[config.mk]
export PLATFORM = sky130hd
export DESIGN_NAME = mco_clock_output
export DESIGN_NICKNAME = d
export VERILOG_FILES = /design/src/rtl/mco_pkg.sv /design/src/rtl/mco_clock_output.sv /design/src/rtl/mco_nco.sv
export SDC_FILE = /design/constraint.sdc
export NUM_CORES = 1
export LEC_CHECK = 0
export BUFFER_PORTS_ARGS = -buffer_cell sky130_fd_sc_hd__buf_4
export CAP_MARGIN = 20
export CORE_UTILIZATION = 40
export CTS_BUF_LIST = sky130_fd_sc_hd__clkbuf_16
export DETAILED_ROUTE_END_ITERATION = 10
export SETUP_SLACK_MARGIN = 0.1
export SYNTH_ARGS = -nofsm -noshare
export SYNTH_HDL_FRONTEND = slang
export SYNTH_HIERARCHICAL = 1
export SYNTH_SLANG_ARGS = --single-unit
[constraint.sdc]
create_clock -name clk -period 10.8 [get_ports clk]
set_clock_uncertainty 0.2 [all_clocks]
set_input_delay 0.54 -clock clk [delete_from_list [all_inputs] [get_ports clk]]
set_output_delay 0.54 -clock clk [all_outputs]
set_load 0.005 [all_outputs]
[src/rtl/mco_pkg.sv]
// constants, types and helpers for the microcontroller clock output unit
// assumes a single 125 MHz system clock that stands in for the crystal domain
//
// How it works
// [RQ1] divide crystal clock, drive third general pin
// [RQ2] three-bit select picks one of eight frequencies
// [RQ3] after reset the pin carries 1 MHz
// [RQ4] low frequency from RC or external crystal
// [RQ5] crystal oscillator off while asleep; the code keeps it running through the sleep-entry tail (ST_TAIL)
// [RQ6] sleep with enable set: low-frequency clock out
// [RQ7] awake uses select; sleep entry switches automatically
// [RQ8] sleep with enable clear: clock stops
// [RQ9] tail of 0/128/256/512 cycles before stopping
// [RQ10] pending interrupt keeps clock running until read
// [RQ11] any reset restores register defaults
// [RQ12] external crystal select replaces RC source
// [RQ13] source changes and stops are glitch free; the RC/external crystal swap and a software reset do not wait for a low pin
`default_nettype none

package mco_pkg;

  // -------------------------------------------------------------------
  // clock and register map
  // -------------------------------------------------------------------
  localparam longint unsigned CLK_HZ = 125_000_000;
  localparam logic [7:0] CTRL_OFFSET = 8'h0A;
  localparam logic [7:0] CTRL_RESET = 8'h06; // [RQ3]

  // control register layout, bit 0 upward: select, low-freq enable, tail
  typedef struct packed {
    logic [1:0] rsvd;
    logic [1:0] tail_sel;
    logic lfc_en;
    logic [2:0] freq_sel;
  } mco_ctrl_s;

  // -------------------------------------------------------------------
  // output frequencies and selector codes
  // -------------------------------------------------------------------
  localparam longint unsigned FREQ_30M_HZ = 30_000_000;
  localparam longint unsigned FREQ_15M_HZ = 15_000_000;
  localparam longint unsigned FREQ_10M_HZ = 10_000_000;
  localparam longint unsigned FREQ_4M_HZ = 4_000_000;
  localparam longint unsigned FREQ_3M_HZ = 3_000_000;
  localparam longint unsigned FREQ_2M_HZ = 2_000_000;
  localparam longint unsigned FREQ_1M_HZ = 1_000_000;
  localparam logic [2:0] FREQ_SEL_LF = 3'h7;
  localparam logic [2:0] FREQ_SEL_1M = 3'h6;

  // -------------------------------------------------------------------
  // tail lengths in output cycles
  // -------------------------------------------------------------------
  localparam logic [9:0] TAIL_NONE = 10'h000;
  localparam logic [9:0] TAIL_128 = 10'h080;
  localparam logic [9:0] TAIL_256 = 10'h100;
  localparam logic [9:0] TAIL_512 = 10'h200;

  typedef enum {ST_RUN, ST_TAIL, ST_STOP, ST_LF} mco_state_e;
  typedef enum logic [1:0] {SRC_OFF, SRC_NCO, SRC_LF} mco_src_e;

  // phase step of a 32-bit accumulator whose top bit toggles at f_hz
  function automatic logic [31:0] mco_step(input longint unsigned f_hz);
    longint unsigned full;
    full = (f_hz << 32) / CLK_HZ;
    return full[31:0];
  endfunction

  // selector code to accumulator step; the low-frequency code has none
  function automatic logic [31:0] mco_freq_inc(input logic [2:0] sel);
    logic [31:0] inc;
    unique case (sel)
      3'h0: inc = mco_step(FREQ_30M_HZ);
      3'h1: inc = mco_step(FREQ_15M_HZ);
      3'h2: inc = mco_step(FREQ_10M_HZ);
      3'h3: inc = mco_step(FREQ_4M_HZ);
      3'h4: inc = mco_step(FREQ_3M_HZ);
      3'h5: inc = mco_step(FREQ_2M_HZ);
      3'h6: inc = mco_step(FREQ_1M_HZ);
      default: inc = 32'h0000_0000;
    endcase
    return inc;
  endfunction

  localparam logic [31:0] INC_RESET = mco_freq_inc(FREQ_SEL_1M);

  // tail code to number of extra output cycles
  function automatic logic [9:0] mco_tail_cycles(input logic [1:0] code);
    logic [9:0] n;
    unique case (code)
      2'h0: n = TAIL_NONE;
      2'h1: n = TAIL_128;
      2'h2: n = TAIL_256;
      default: n = TAIL_512;
    endcase
    return n;
  endfunction

endpackage

`default_nettype wire
[src/rtl/mco_clock_output.sv]
// microcontroller clock output: divider, low-frequency switch, sleep tail
// assumes sleep and interrupt state come from same-clock logic and the
// low-frequency clocks arrive asynchronously on pins
`default_nettype none

module mco_clock_output
  import mco_pkg::*;
(
  // clock and reset
  input wire logic clk,
  input wire logic resetn,
  input wire logic soft_reset,
  // register port
  input wire logic [7:0] reg_addr,
  input wire logic [7:0] reg_wdata,
  input wire logic reg_wr,
  input wire logic reg_rd,
  output logic [7:0] reg_rdata,
  // device state
  input wire logic sleep_cmd,
  input wire logic irq_pending,
  input wire logic ext_low_freq_crystal_select,
  // low-frequency clock pins
  input wire logic rc_lf_clk,
  input wire logic ext_lf_clk,
  // outputs
  output logic third_general_pin,
  output logic xtal_osc_en
);

  mco_ctrl_s ctrl_reg;
  logic [7:0] rdata_reg;
  logic rc_s1_reg, rc_s2_reg, ext_s1_reg, ext_s2_reg;
  logic lf_level;
  logic eff_sleep;
  mco_state_e state_reg, state_next;
  logic [9:0] tail_cnt_reg;
  mco_src_e src_reg, want_src;
  logic [31:0] inc_reg, want_inc;
  logic change_req, do_switch;
  logic pin_reg, pin_d_reg, pin_rise;
  logic nco_wave;

  // -------------------------------------------------------------------
  // control register
  // -------------------------------------------------------------------
  // software reset returns the register to its default just like power-on
  always_ff @(posedge clk or negedge resetn)
  begin
    if (!resetn)
      ctrl_reg <= CTRL_RESET; // [RQ11]
    else if (soft_reset)
      ctrl_reg <= CTRL_RESET; // [RQ11]
    else if (reg_wr && reg_addr == CTRL_OFFSET)
      ctrl_reg <= {2'b00, reg_wdata[5:0]};
  end

  // read data for exactly the cycle after the strobe; other addresses read 0
  always_ff @(posedge clk or negedge resetn)
  begin
    if (!resetn)
      rdata_reg <= 8'h00;
    else if (reg_rd && reg_addr == CTRL_OFFSET)
      rdata_reg <= ctrl_reg;
    else
      rdata_reg <= 8'h00;
  end

  assign reg_rdata = rdata_reg;

  // -------------------------------------------------------------------
  // low-frequency source
  // -------------------------------------------------------------------
  // both pins are asynchronous, so each passes two flops before use
  always_ff @(posedge clk or negedge resetn)
  begin
    if (!resetn)
    begin
      rc_s1_reg <= 1'b0;
      rc_s2_reg <= 1'b0;
      ext_s1_reg <= 1'b0;
      ext_s2_reg <= 1'b0;
    end
    else
    begin
      rc_s1_reg <= rc_lf_clk;
      rc_s2_reg <= rc_s1_reg;
      ext_s1_reg <= ext_lf_clk;
      ext_s2_reg <= ext_s1_reg;
    end
  end

  // external crystal replaces the rc oscillator once selected
  assign lf_level = ext_low_freq_crystal_select ? ext_s2_reg : rc_s2_reg; // [RQ4] [RQ12]

  // -------------------------------------------------------------------
  // sleep sequencing
  // -------------------------------------------------------------------
  // a pending interrupt holds the device awake until it has been read
  assign eff_sleep = sleep_cmd && !irq_pending; // [RQ10]

  always_comb
  begin
    state_next = state_reg;
    unique case (state_reg)
      ST_RUN:
        if (eff_sleep)
        begin
          if (ctrl_reg.lfc_en)
            state_next = ST_LF; // [RQ6] [RQ7]
          else if (ctrl_reg.tail_sel == 2'h0)
            state_next = ST_STOP; // [RQ8]
          else
            state_next = ST_TAIL; // [RQ9]
        end
      ST_TAIL:
        if (!eff_sleep)
          state_next = ST_RUN;
        else if (pin_rise && tail_cnt_reg == 10'h001)
          state_next = ST_STOP; // [RQ9]
      ST_STOP:
        if (!eff_sleep)
          state_next = ST_RUN;
        else if (ctrl_reg.lfc_en)
          state_next = ST_LF;
      ST_LF:
        if (!eff_sleep)
          state_next = ST_RUN;
        else if (!ctrl_reg.lfc_en)
          state_next = ST_STOP;
    endcase
  end

  always_ff @(posedge clk or negedge resetn)
  begin
    if (!resetn)
      state_reg <= ST_RUN;
    else if (soft_reset)
      state_reg <= ST_RUN;
    else
      state_reg <= state_next;
  end

  // tail counter counts rising edges of the pin after sleep entry
  always_ff @(posedge clk or negedge resetn)
  begin
    if (!resetn)
      tail_cnt_reg <= TAIL_NONE;
    else if (state_reg == ST_RUN)
      tail_cnt_reg <= mco_tail_cycles(ctrl_reg.tail_sel); // [RQ9]
    else if (state_reg == ST_TAIL && pin_rise)
      tail_cnt_reg <= tail_cnt_reg - 10'h001;
  end

  // crystal runs only while awake or finishing the tail
  assign xtal_osc_en = (state_reg == ST_RUN) || (state_reg == ST_TAIL); // [RQ5]

  // -------------------------------------------------------------------
  // source selection
  // -------------------------------------------------------------------
  always_comb
  begin
    want_inc = mco_freq_inc(ctrl_reg.freq_sel); // [RQ2]
    want_src = SRC_OFF;
    unique case (state_reg)
      ST_RUN, ST_TAIL:
        want_src = (ctrl_reg.freq_sel == FREQ_SEL_LF) ? SRC_LF : SRC_NCO; // [RQ7]
      ST_STOP:
        want_src = SRC_OFF; // [RQ8]
      ST_LF:
        want_src = SRC_LF; // [RQ6]
    endcase
  end

  // switching only while the pin is low, and into a low source, means no
  // pulse is ever cut short; the cost is up to one old period of latency, or up to half a low-frequency period when switching into SRC_LF
  assign change_req = (want_src != src_reg) ||
                      (want_src == SRC_NCO && inc_reg != want_inc);
  assign do_switch = change_req && !pin_reg &&
                     (want_src != SRC_LF || !lf_level); // [RQ13]

  always_ff @(posedge clk or negedge resetn)
  begin
    if (!resetn)
    begin
      src_reg <= SRC_NCO;
      inc_reg <= INC_RESET; // [RQ3]
    end
    else if (soft_reset)
    begin
      src_reg <= SRC_NCO;
      inc_reg <= INC_RESET;
    end
    else if (do_switch)
    begin
      src_reg <= want_src;
      inc_reg <= want_inc;
    end
  end

  // divider on the system clock standing in for the crystal; it keeps running
  // until the source has moved off it, or a high half would freeze on the pin
  // and the switch, which waits for a low pin, would never come
  mco_nco u_nco (
    .clk(clk),
    .resetn(resetn),
    .restart(do_switch || soft_reset),
    .run(src_reg == SRC_NCO),
    .inc(inc_reg),
    .wave(nco_wave)
  ); // [RQ1]

  // -------------------------------------------------------------------
  // output pin
  // -------------------------------------------------------------------
  // the switch cycle forces low so a stale divider phase cannot leak out
  always_ff @(posedge clk or negedge resetn)
  begin
    if (!resetn)
      pin_reg <= 1'b0;
    else if (do_switch || soft_reset)
      pin_reg <= 1'b0; // [RQ13]
    else
    begin
      unique case (src_reg)
        SRC_NCO: pin_reg <= nco_wave; // [RQ1]
        SRC_LF: pin_reg <= lf_level; // [RQ6]
        default: pin_reg <= 1'b0; // [RQ8]
      endcase
    end
  end

  always_ff @(posedge clk or negedge resetn)
  begin
    if (!resetn)
      pin_d_reg <= 1'b0;
    else
      pin_d_reg <= pin_reg;
  end

  assign pin_rise = pin_reg && !pin_d_reg;
  assign third_general_pin = pin_reg;
endmodule

`default_nettype wire

[src/rtl/mco_nco.sv]
// numerically controlled square wave from the system clock
// assumes restart is a one-cycle pulse and the step is held while running
`default_nettype none

module mco_nco
  import mco_pkg::*;
(
  // clock and reset
  input wire logic clk,
  input wire logic resetn,
  // control
  input wire logic restart,
  input wire logic run,
  input wire logic [31:0] inc,
  // square wave, top bit of the phase accumulator
  output logic wave
);

  logic [31:0] acc_reg;

  // -------------------------------------------------------------------
  // phase accumulator
  // -------------------------------------------------------------------
  // restart clears the phase so the wave always begins in its low half
  always_ff @(posedge clk or negedge resetn)
  begin
    if (!resetn)
      acc_reg <= 32'h0000_0000;
    else if (restart)
      acc_reg <= 32'h0000_0000;
    else if (run)
      acc_reg <= acc_reg + inc;
  end

  assign wave = acc_reg[31];

endmodule

`default_nettype wire

==> results.py, run 1 <==
metrics = {
    "sta": {
        "final.min_clock_period_ps": 4740,
        "final.period_utilization": 0.438,
        "worst_slack_ps": 6060,
        "worst_slew_slack_as_a_fraction_of_its_limit": 0.343,
        "setup_viol_count_final": 0,
        "final-max-slew-violation-count": 0,
        "hold-worst-slack_ps": 94.5,
        "transition_time_of_the_tightest_slew_check_pin_ps": 986,
        "hold_vio_cnt_final": 0,
        "fmax_mhz": 211,
        "setup_total_neg_slack_ps": 0,
        "grt_setup_unrepaired": "no",
    },
    "placement": {
        "post-place-ws_ps": 6140,
        "port_buffers": 31,
        "dpl.cell_count": 942,
        "hpwl_dp_um": 11300,
        "gp_congestion": 0.842,
    },
    "critical_path": {
        "crit_path_start": "ctrl_reg[2]$_DFFE_PN1P_",
        "end_kind": "flip-flop",
        "critical_path_depth": 13,
        "critical-path-slowest-cell": "ha_1",
        "crit_path_max_delay_family": "compound AO/OA/AOI/OAI gates",
        "worst-r2r-setup-slack_ps": 6060,
        "startpoint_type": "flip-flop",
        "critical_path_buffer_and_inverter_count": 2,
        "r2r-start": "ctrl_reg[2]$_DFFE_PN1P_",
        "worst-r2r-cell-count": 13,
        "arrival_ps": 4820,
        "timing.critical_path.fanout_max": 44,
        "required_ps": 10890,
        "crit_path_max_incr_delay_ps": 550,
        "critical_path.reg2reg.endpoint": "u_nco/acc_reg[31]$_DFFE_PN0P_",
        "critPathMostFrequentCell": "a2111o_1",
        "crit_chain": "buf_4 > ha_1 > nor2b_1 > o221ai_1 > a2111o_1 > a2111o_1 > o31ai_4 > nand2b_1 > buf_4 > nor2b_1 > nand2_1 > a221oi_1 > a2111o_1",
        "critical_path_class": "flip-flop to flip-flop",
    },
    "logic_synthesis": {
        "syn_inst": 727,
        "synthArstFlopShare": 1.00,
        "synth.cell_area_um2": 6560,
        "dominantRegCellSynth": "dfrtp_1",
        "synth_cell_types": 79,
        "sequential_cell_area_fraction_in_the_yosys_report": 0.342,
        "synth.ff_latch_count": 89,
        "ys.warnings.count": 6,
        "number_of_enable_type_register_cells_in_the_synthesized_netlist": 0,
        "syn_area_per_cell_um2": 9.03,
    },
    "final_layout": {
        "fillerInstances": 1575,
        "fin_cells": 959,
        "layout_cell_share_with_drive_strength_beyond_1": 0.116,
        "layout.cells.most_common_list": "83 x nor2_1, 76 x dfrtp_1, 45 x mux2i_1",
        "finalCoreUtilization": 0.451,
        "final_net_count": 802,
        "area_growth_syn_to_layout_pct": 9.57,
        "largest_register_ffs": 32,
        "final_common_cell": "nor2_1",
        "antenna_cells_inserted": 0,
    },
    "clock_network": {
        "cts-root-to-sink-buffers": 2,
        "path_clk_slew_ps": 60,
        "cts_inserted_buffers": 9,
        "clock_sinks": 89,
        "clock_latency_ps": 350,
        "post_cts_resize_count": 0,
        "tritoncts": "built",
        "htree_levels": 3,
        "clk_root_buffer_cell": "clkbuf_16",
    },
    "worst_hold_path": {
        "min_to": "ext_s1_reg$_DFF_PN0_",
        "hold_path_startpoint": "ext_lf_clk",
        "hold_class": "primary input to flip-flop",
        "min_path_cells": 1,
    },
    "pwr": {
        "p_per_area_nw_per_um2": 130,
        "ir_worst_vdd_mv": 0.0839,
        "cellLeakagePower_nw": 3.43,
    },
    "route": {
        "detail_route.wl_per_cell_um": 16.8,
        "detailedRoute.firstPassIterationCount": 5,
        "vias_per_cell": 5.68,
        "dr_drc_count": 0,
        "drtIter0Drc": 490,
        "antenna_left": 0,
        "wirelength_um": 16100,
        "route.vias.total": 5451,
    },
    "global_routing": {
        "wire_length_of_the_first_global_routing_pass_um": 26800,
        "grt_pass1_vias": 5319,
        "grt_use_total": 0.203,
        "maximum_number_of_pins_on_one_net_before_global_route_repair": 64,
        "grt_overflow": 0,
        "initial_antenna_violation_count": 0,
    },
    "die": {
        "initial_utilization": 0.412,
        "die_y_um": 130,
        "core_region_area_um2": 15900,
        "die_x_um": 130,
        "total_i_o_pin_count": 36,
        "total_die_area_um2": 16900,
        "floorplan.rows": 46,
    },
    "job": {
        "maxCapViolations": 0,
    },
    "status": {
        "status": "completed",
    },
}
cell type report:
class,count,area (µm²),area share
flip-flops and latches,89,2240,0.312
well taps,216,270,0.0376
clock inverters,7,41.3,0.00574
inverters,24,90.1,0.0125
clock buffers,9,225,0.0313
repair buffers,38,288,0.0400
multi-input cells,576,4030,0.561
per-layer routing:
layer | wire length [µm] | GRT usage
met1 | 7350 | 0.263
met2 | 7780 | 0.342
met3 | 636 | 0.0316
met4 | 337 | 0.0766
met5 | 0 | 0
kinds of logic after synthesis:
| family | after synthesis | synth area share |
|---|---|---|
| adder cells (fa/ha/maj) | 38 | 0.0736 |
| flip-flops | 89 | 0.342 |
| other | 1 | 0.000571 |
| XOR/XNOR | 42 | 0.0560 |
| AO/OA/AOI/OAI | 191 | 0.211 |
| buffers and inverters | 68 | 0.0471 |
| AND/OR/NAND/NOR | 244 | 0.186 |
| multiplexers | 54 | 0.0841 |
worst max-delay path by stage:
stage,endpoint,slack [ps]
final,u_nco/acc_reg[31]$_DFFE_PN0P_,6060
after global routing,u_nco/acc_reg[31]$_DFFE_PN0P_,5750
after CTS,u_nco/acc_reg[31]$_DFFE_PN0P_,6140
after detailed placement,u_nco/acc_reg[31]$_DFFE_PN0P_,6140
after global placement,u_nco/acc_reg[31]$_DFFE_PN0P_,6250
after floorplan,u_nco/acc_reg[31]$_DFFE_PN0P_,6720
worst register-to-register path, stage by stage (launching register included):
cell and delay (ps):
dfstp_2 540, buf_4 390, ha_1 570, nor2b_1 350
o221ai_1 150, a2111o_1 440, a2111o_1 400, o31ai_4 260
nand2b_1 80, buf_4 250, nor2b_1 500, nand2_1 100
a221oi_1 290, a2111o_1 160
what timing repair did:
| action | 4_1_cts | 5_1_grt |
|---|---|---|
| buffers inserted | 0 | 0 |
| hold buffers | 1 | 0 |
| endpoints found under the hold margin | 26 | 0 |
where the power goes:
group	switching [mW]	internal, mW
clock	0.136	0.154
combinational	0.152	0.119
sequential	0.0165	0.358
cells in the mapped netlist, types with 3 or more instances:
library cell,number,share of area
mux2_2,8,0.014
nor2_1,83,0.047
inv_1,23,0.013
o21bai_1,5,0.0057
o31ai_1,4,0.0046
o21ai_0,22,0.017
a2111o_1,3,0.0051
and3_1,5,0.0048
buf_6,4,0.0069
nor2b_1,17,0.016
a211o_1,6,0.0080
or2_2,3,0.0029
a31oi_1,6,0.0057
a22oi_1,3,0.0034
nand2b_1,26,0.025
nand2_1,31,0.018
nand4_1,10,0.0095
xnor2_1,31,0.041
nor3_1,15,0.011
ha_1,37,0.071
buf_4,3,0.0034
a21oi_1,42,0.032
o22ai_1,3,0.0029
nand3_1,22,0.017
clkbuf_1,24,0.014
o221ai_1,5,0.0067
buf_2,10,0.0076
xor2_1,11,0.015
nor4_1,5,0.0048
o21ai_1,6,0.0046
and2_1,8,0.0076
dfrtp_1,76,0.29
a22o_1,6,0.0080
a21o_1,19,0.022
nand3b_1,8,0.0092
a211oi_1,15,0.017
dfstp_2,13,0.052
or3_1,3,0.0029
o211ai_1,7,0.0080
buf_1,3,0.0017
o21a_1,4,0.0046
mux2i_1,45,0.069
stage by stage:
stage	instance area [µm²]	total power, mW
2_1_floorplan	6590	0.594
3_3_place_gp	6920	0.641
3_5_place_dp	6920	0.650
4_1_cts	7190	0.947
5_1_grt	7190	0.989
6_report	7190	0.936
Note: power is estimated with default switching activity, not from simulation.
==> run 2: changes to the inputs <==
==> constraint.sdc (replaced) <==
create_clock -name clk -period 4 [get_ports clk]
set_clock_uncertainty 0.2 [all_clocks]
set_input_delay 0.2 -clock clk [delete_from_list [all_inputs] [get_ports clk]]
set_output_delay 0.2 -clock clk [all_outputs]
set_load 0.005 [all_outputs]
==> run 2 against run 1 <==
  * Via count grew 1.7%
  * Cell count grew 2.2%
  * Count of clock-buffer cells in the layout is the same
  * Setup slack lost 5800 ps
  * Utilization grew 1.4 points
  * Critical path depth shrank 1
  * Sequential power grew to 2.7 times the previous value
  * Non-clock buffer count grew 21
  * Sequential share of layout area shrank 0.93 points
==> results.py, run 2 (same netlist as run 1, synthesis figures left out) <==
metrics = {
    "status": {
        "status": "completed",
    },
    "sta": {
        "worst_slew_slack_as_a_fraction_of_its_limit": 0.319,
        "hold_vio_cnt_final": 0,
        "final.min_clock_period_ps": 3720,
        "grt_setup_unrepaired": "no",
        "final.period_utilization": 0.930,
        "final-max-slew-violation-count": 0,
        "transition_time_of_the_tightest_slew_check_pin_ps": 1020,
        "fmax_mhz": 269,
        "hold-worst-slack_ps": 127,
        "setup_total_neg_slack_ps": 0,
        "setup_viol_count_final": 0,
        "worst_slack_ps": 281,
    },
    "pwr": {
        "cellLeakagePower_nw": 3.52,
        "p_per_area_nw_per_um2": 354,
        "fin_total_pwr_mw": 2.62,
        "ir_worst_vdd_mv": 0.206,
    },
    "placement": {
        "gp_congestion": 0.883,
        "dpl.cell_count": 951,
        "post-place-ws_ps": 193,
        "hpwl_dp_um": 11600,
        "cell_area_after_placement_um2": 6980,
        "port_buffers": 31,
    },
    "global_routing": {
        "grt_pass1_vias": 5591,
        "wire_length_of_the_first_global_routing_pass_um": 27600,
        "maximum_number_of_pins_on_one_net_before_global_route_repair": 69,
        "grt_overflow": 0,
        "grt_use_total": 0.208,
        "initial_antenna_violation_count": 0,
    },
    "final_layout": {
        "area_growth_syn_to_layout_pct": 12.9,
        "layout_cell_share_with_drive_strength_beyond_1": 0.131,
        "fillerInstances": 1551,
        "finalCoreUtilization": 0.465,
        "multiInputGateArea_um2": 4040,
        "fin_cells": 980,
        "layout.cells.most_common_list": "83 x nor2_1, 76 x dfrtp_1, 48 x buf_4",
        "final-seq-area_um2": 2240,
        "finish.instance_area_um2": 7410,
        "final_net_count": 823,
        "final_common_cell": "nor2_1",
        "largest_register_ffs": 32,
        "antenna_cells_inserted": 0,
    },
    "route": {
        "vias_per_cell": 5.66,
        "wirelength_um": 16100,
        "route.vias.total": 5544,
        "detailedRoute.firstPassIterationCount": 5,
        "dr_drc_count": 0,
        "drtIter0Drc": 366,
        "antenna_left": 0,
        "detail_route.wl_per_cell_um": 16.4,
    },
    "die": {
        "core_region_area_um2": 15900,
        "total_i_o_pin_count": 36,
        "die_x_um": 130,
        "total_die_area_um2": 16900,
        "initial_utilization": 0.412,
        "die_y_um": 130,
        "floorplan.rows": 46,
    },
    "clock_network": {
        "clock_latency_ps": 350,
        "clock_sinks": 89,
        "htree_levels": 3,
        "tritoncts": "built",
        "cts-root-to-sink-buffers": 2,
        "clk_root_buffer_cell": "clkbuf_16",
        "path_clk_slew_ps": 70,
        "cts_inserted_buffers": 9,
    },
    "job": {
        "maxCapViolations": 0,
    },
    "critical_path": {
        "arrival_ps": 3800,
        "end_kind": "flip-flop",
        "startpoint_type": "flip-flop",
        "critical_path_class": "flip-flop to flip-flop",
        "required_ps": 4080,
        "timing.critical_path.fanout_max": 8,
    },
    "worst_hold_path": {
        "hold_class": "primary input to flip-flop",
    },
}
==> run 2: power by group <==
part / internal (mW) / total (mW) / switching [mW]
clock: 0.489 / 0.869 / 0.381
combinational: 0.330 / 0.742 / 0.412
sequential: 0.967 / 1.01 / 0.0449
==> run 2: final timing paths <==
path / slack, ps / to / depth (start not counted) / from
setup / recovery: 280 / u_nco/acc_reg[31]$_DFFE_PN0P_ / 12 / ctrl_reg[2]$_DFFE_PN1P_
hold / removal: 130 / reg_rdata[3]$_DFF_PN0_ / 3 / reg_rd
setup reg to reg: 280 / u_nco/acc_reg[31]$_DFFE_PN0P_ / 12 / ctrl_reg[2]$_DFFE_PN1P_
hold reg to reg: 150 / rc_s2_reg$_DFF_PN0_ / 0 / rc_s1_reg$_DFF_PN0_
max in group asynchronous: 2370 / inc_reg[7]$_DFFE_PN1P_ / 3 / resetn
min in group asynchronous: 340 / tail_cnt_reg[9]$_DFFE_PN0P_ / 2 / resetn
==> run 2: per-layer routing <==
metal / GRT usage / up-vias / share of wire
li1: - / 2705 / -
met1: 0.264 / 2707 / 0.46
met2: 0.363 / 114 / 0.48
met3: 0.0316 / 18 / 0.038
met4: 0.0657 / 0 / 0.016
met5: 0 / - / 0
==> run 2: area by class of cell <==
class | count | share of cell area
clock buffers | 9 | 0.0304
clock inverters | 7 | 0.0105
inverters | 24 | 0.0122
multi-input cells | 576 | 0.544
flip-flops and latches | 89 | 0.303
well taps | 216 | 0.0365
repair buffers | 59 | 0.0635
==> run 2: worst max-delay path: stages, from the launching register on <==
cell      delay (ps)
dfstp_2          590
inv_1            130
ha_1             330
xor2_1           180
a31oi_1          140
o211ai_1         110
a2111o_1         390
a2111o_1         350
o31ai_4          240
nand2b_2         170
or3b_2           510
a21boi_1         170
a2111o_1         130
==> run 2: repair_timing <==
action,4_1_cts,5_1_grt
resized for setup,0,1
endpoints found under the setup margin,0,8
hold buffers,11,0
hold endpoints to repair,67,0
setup buffers,0,2
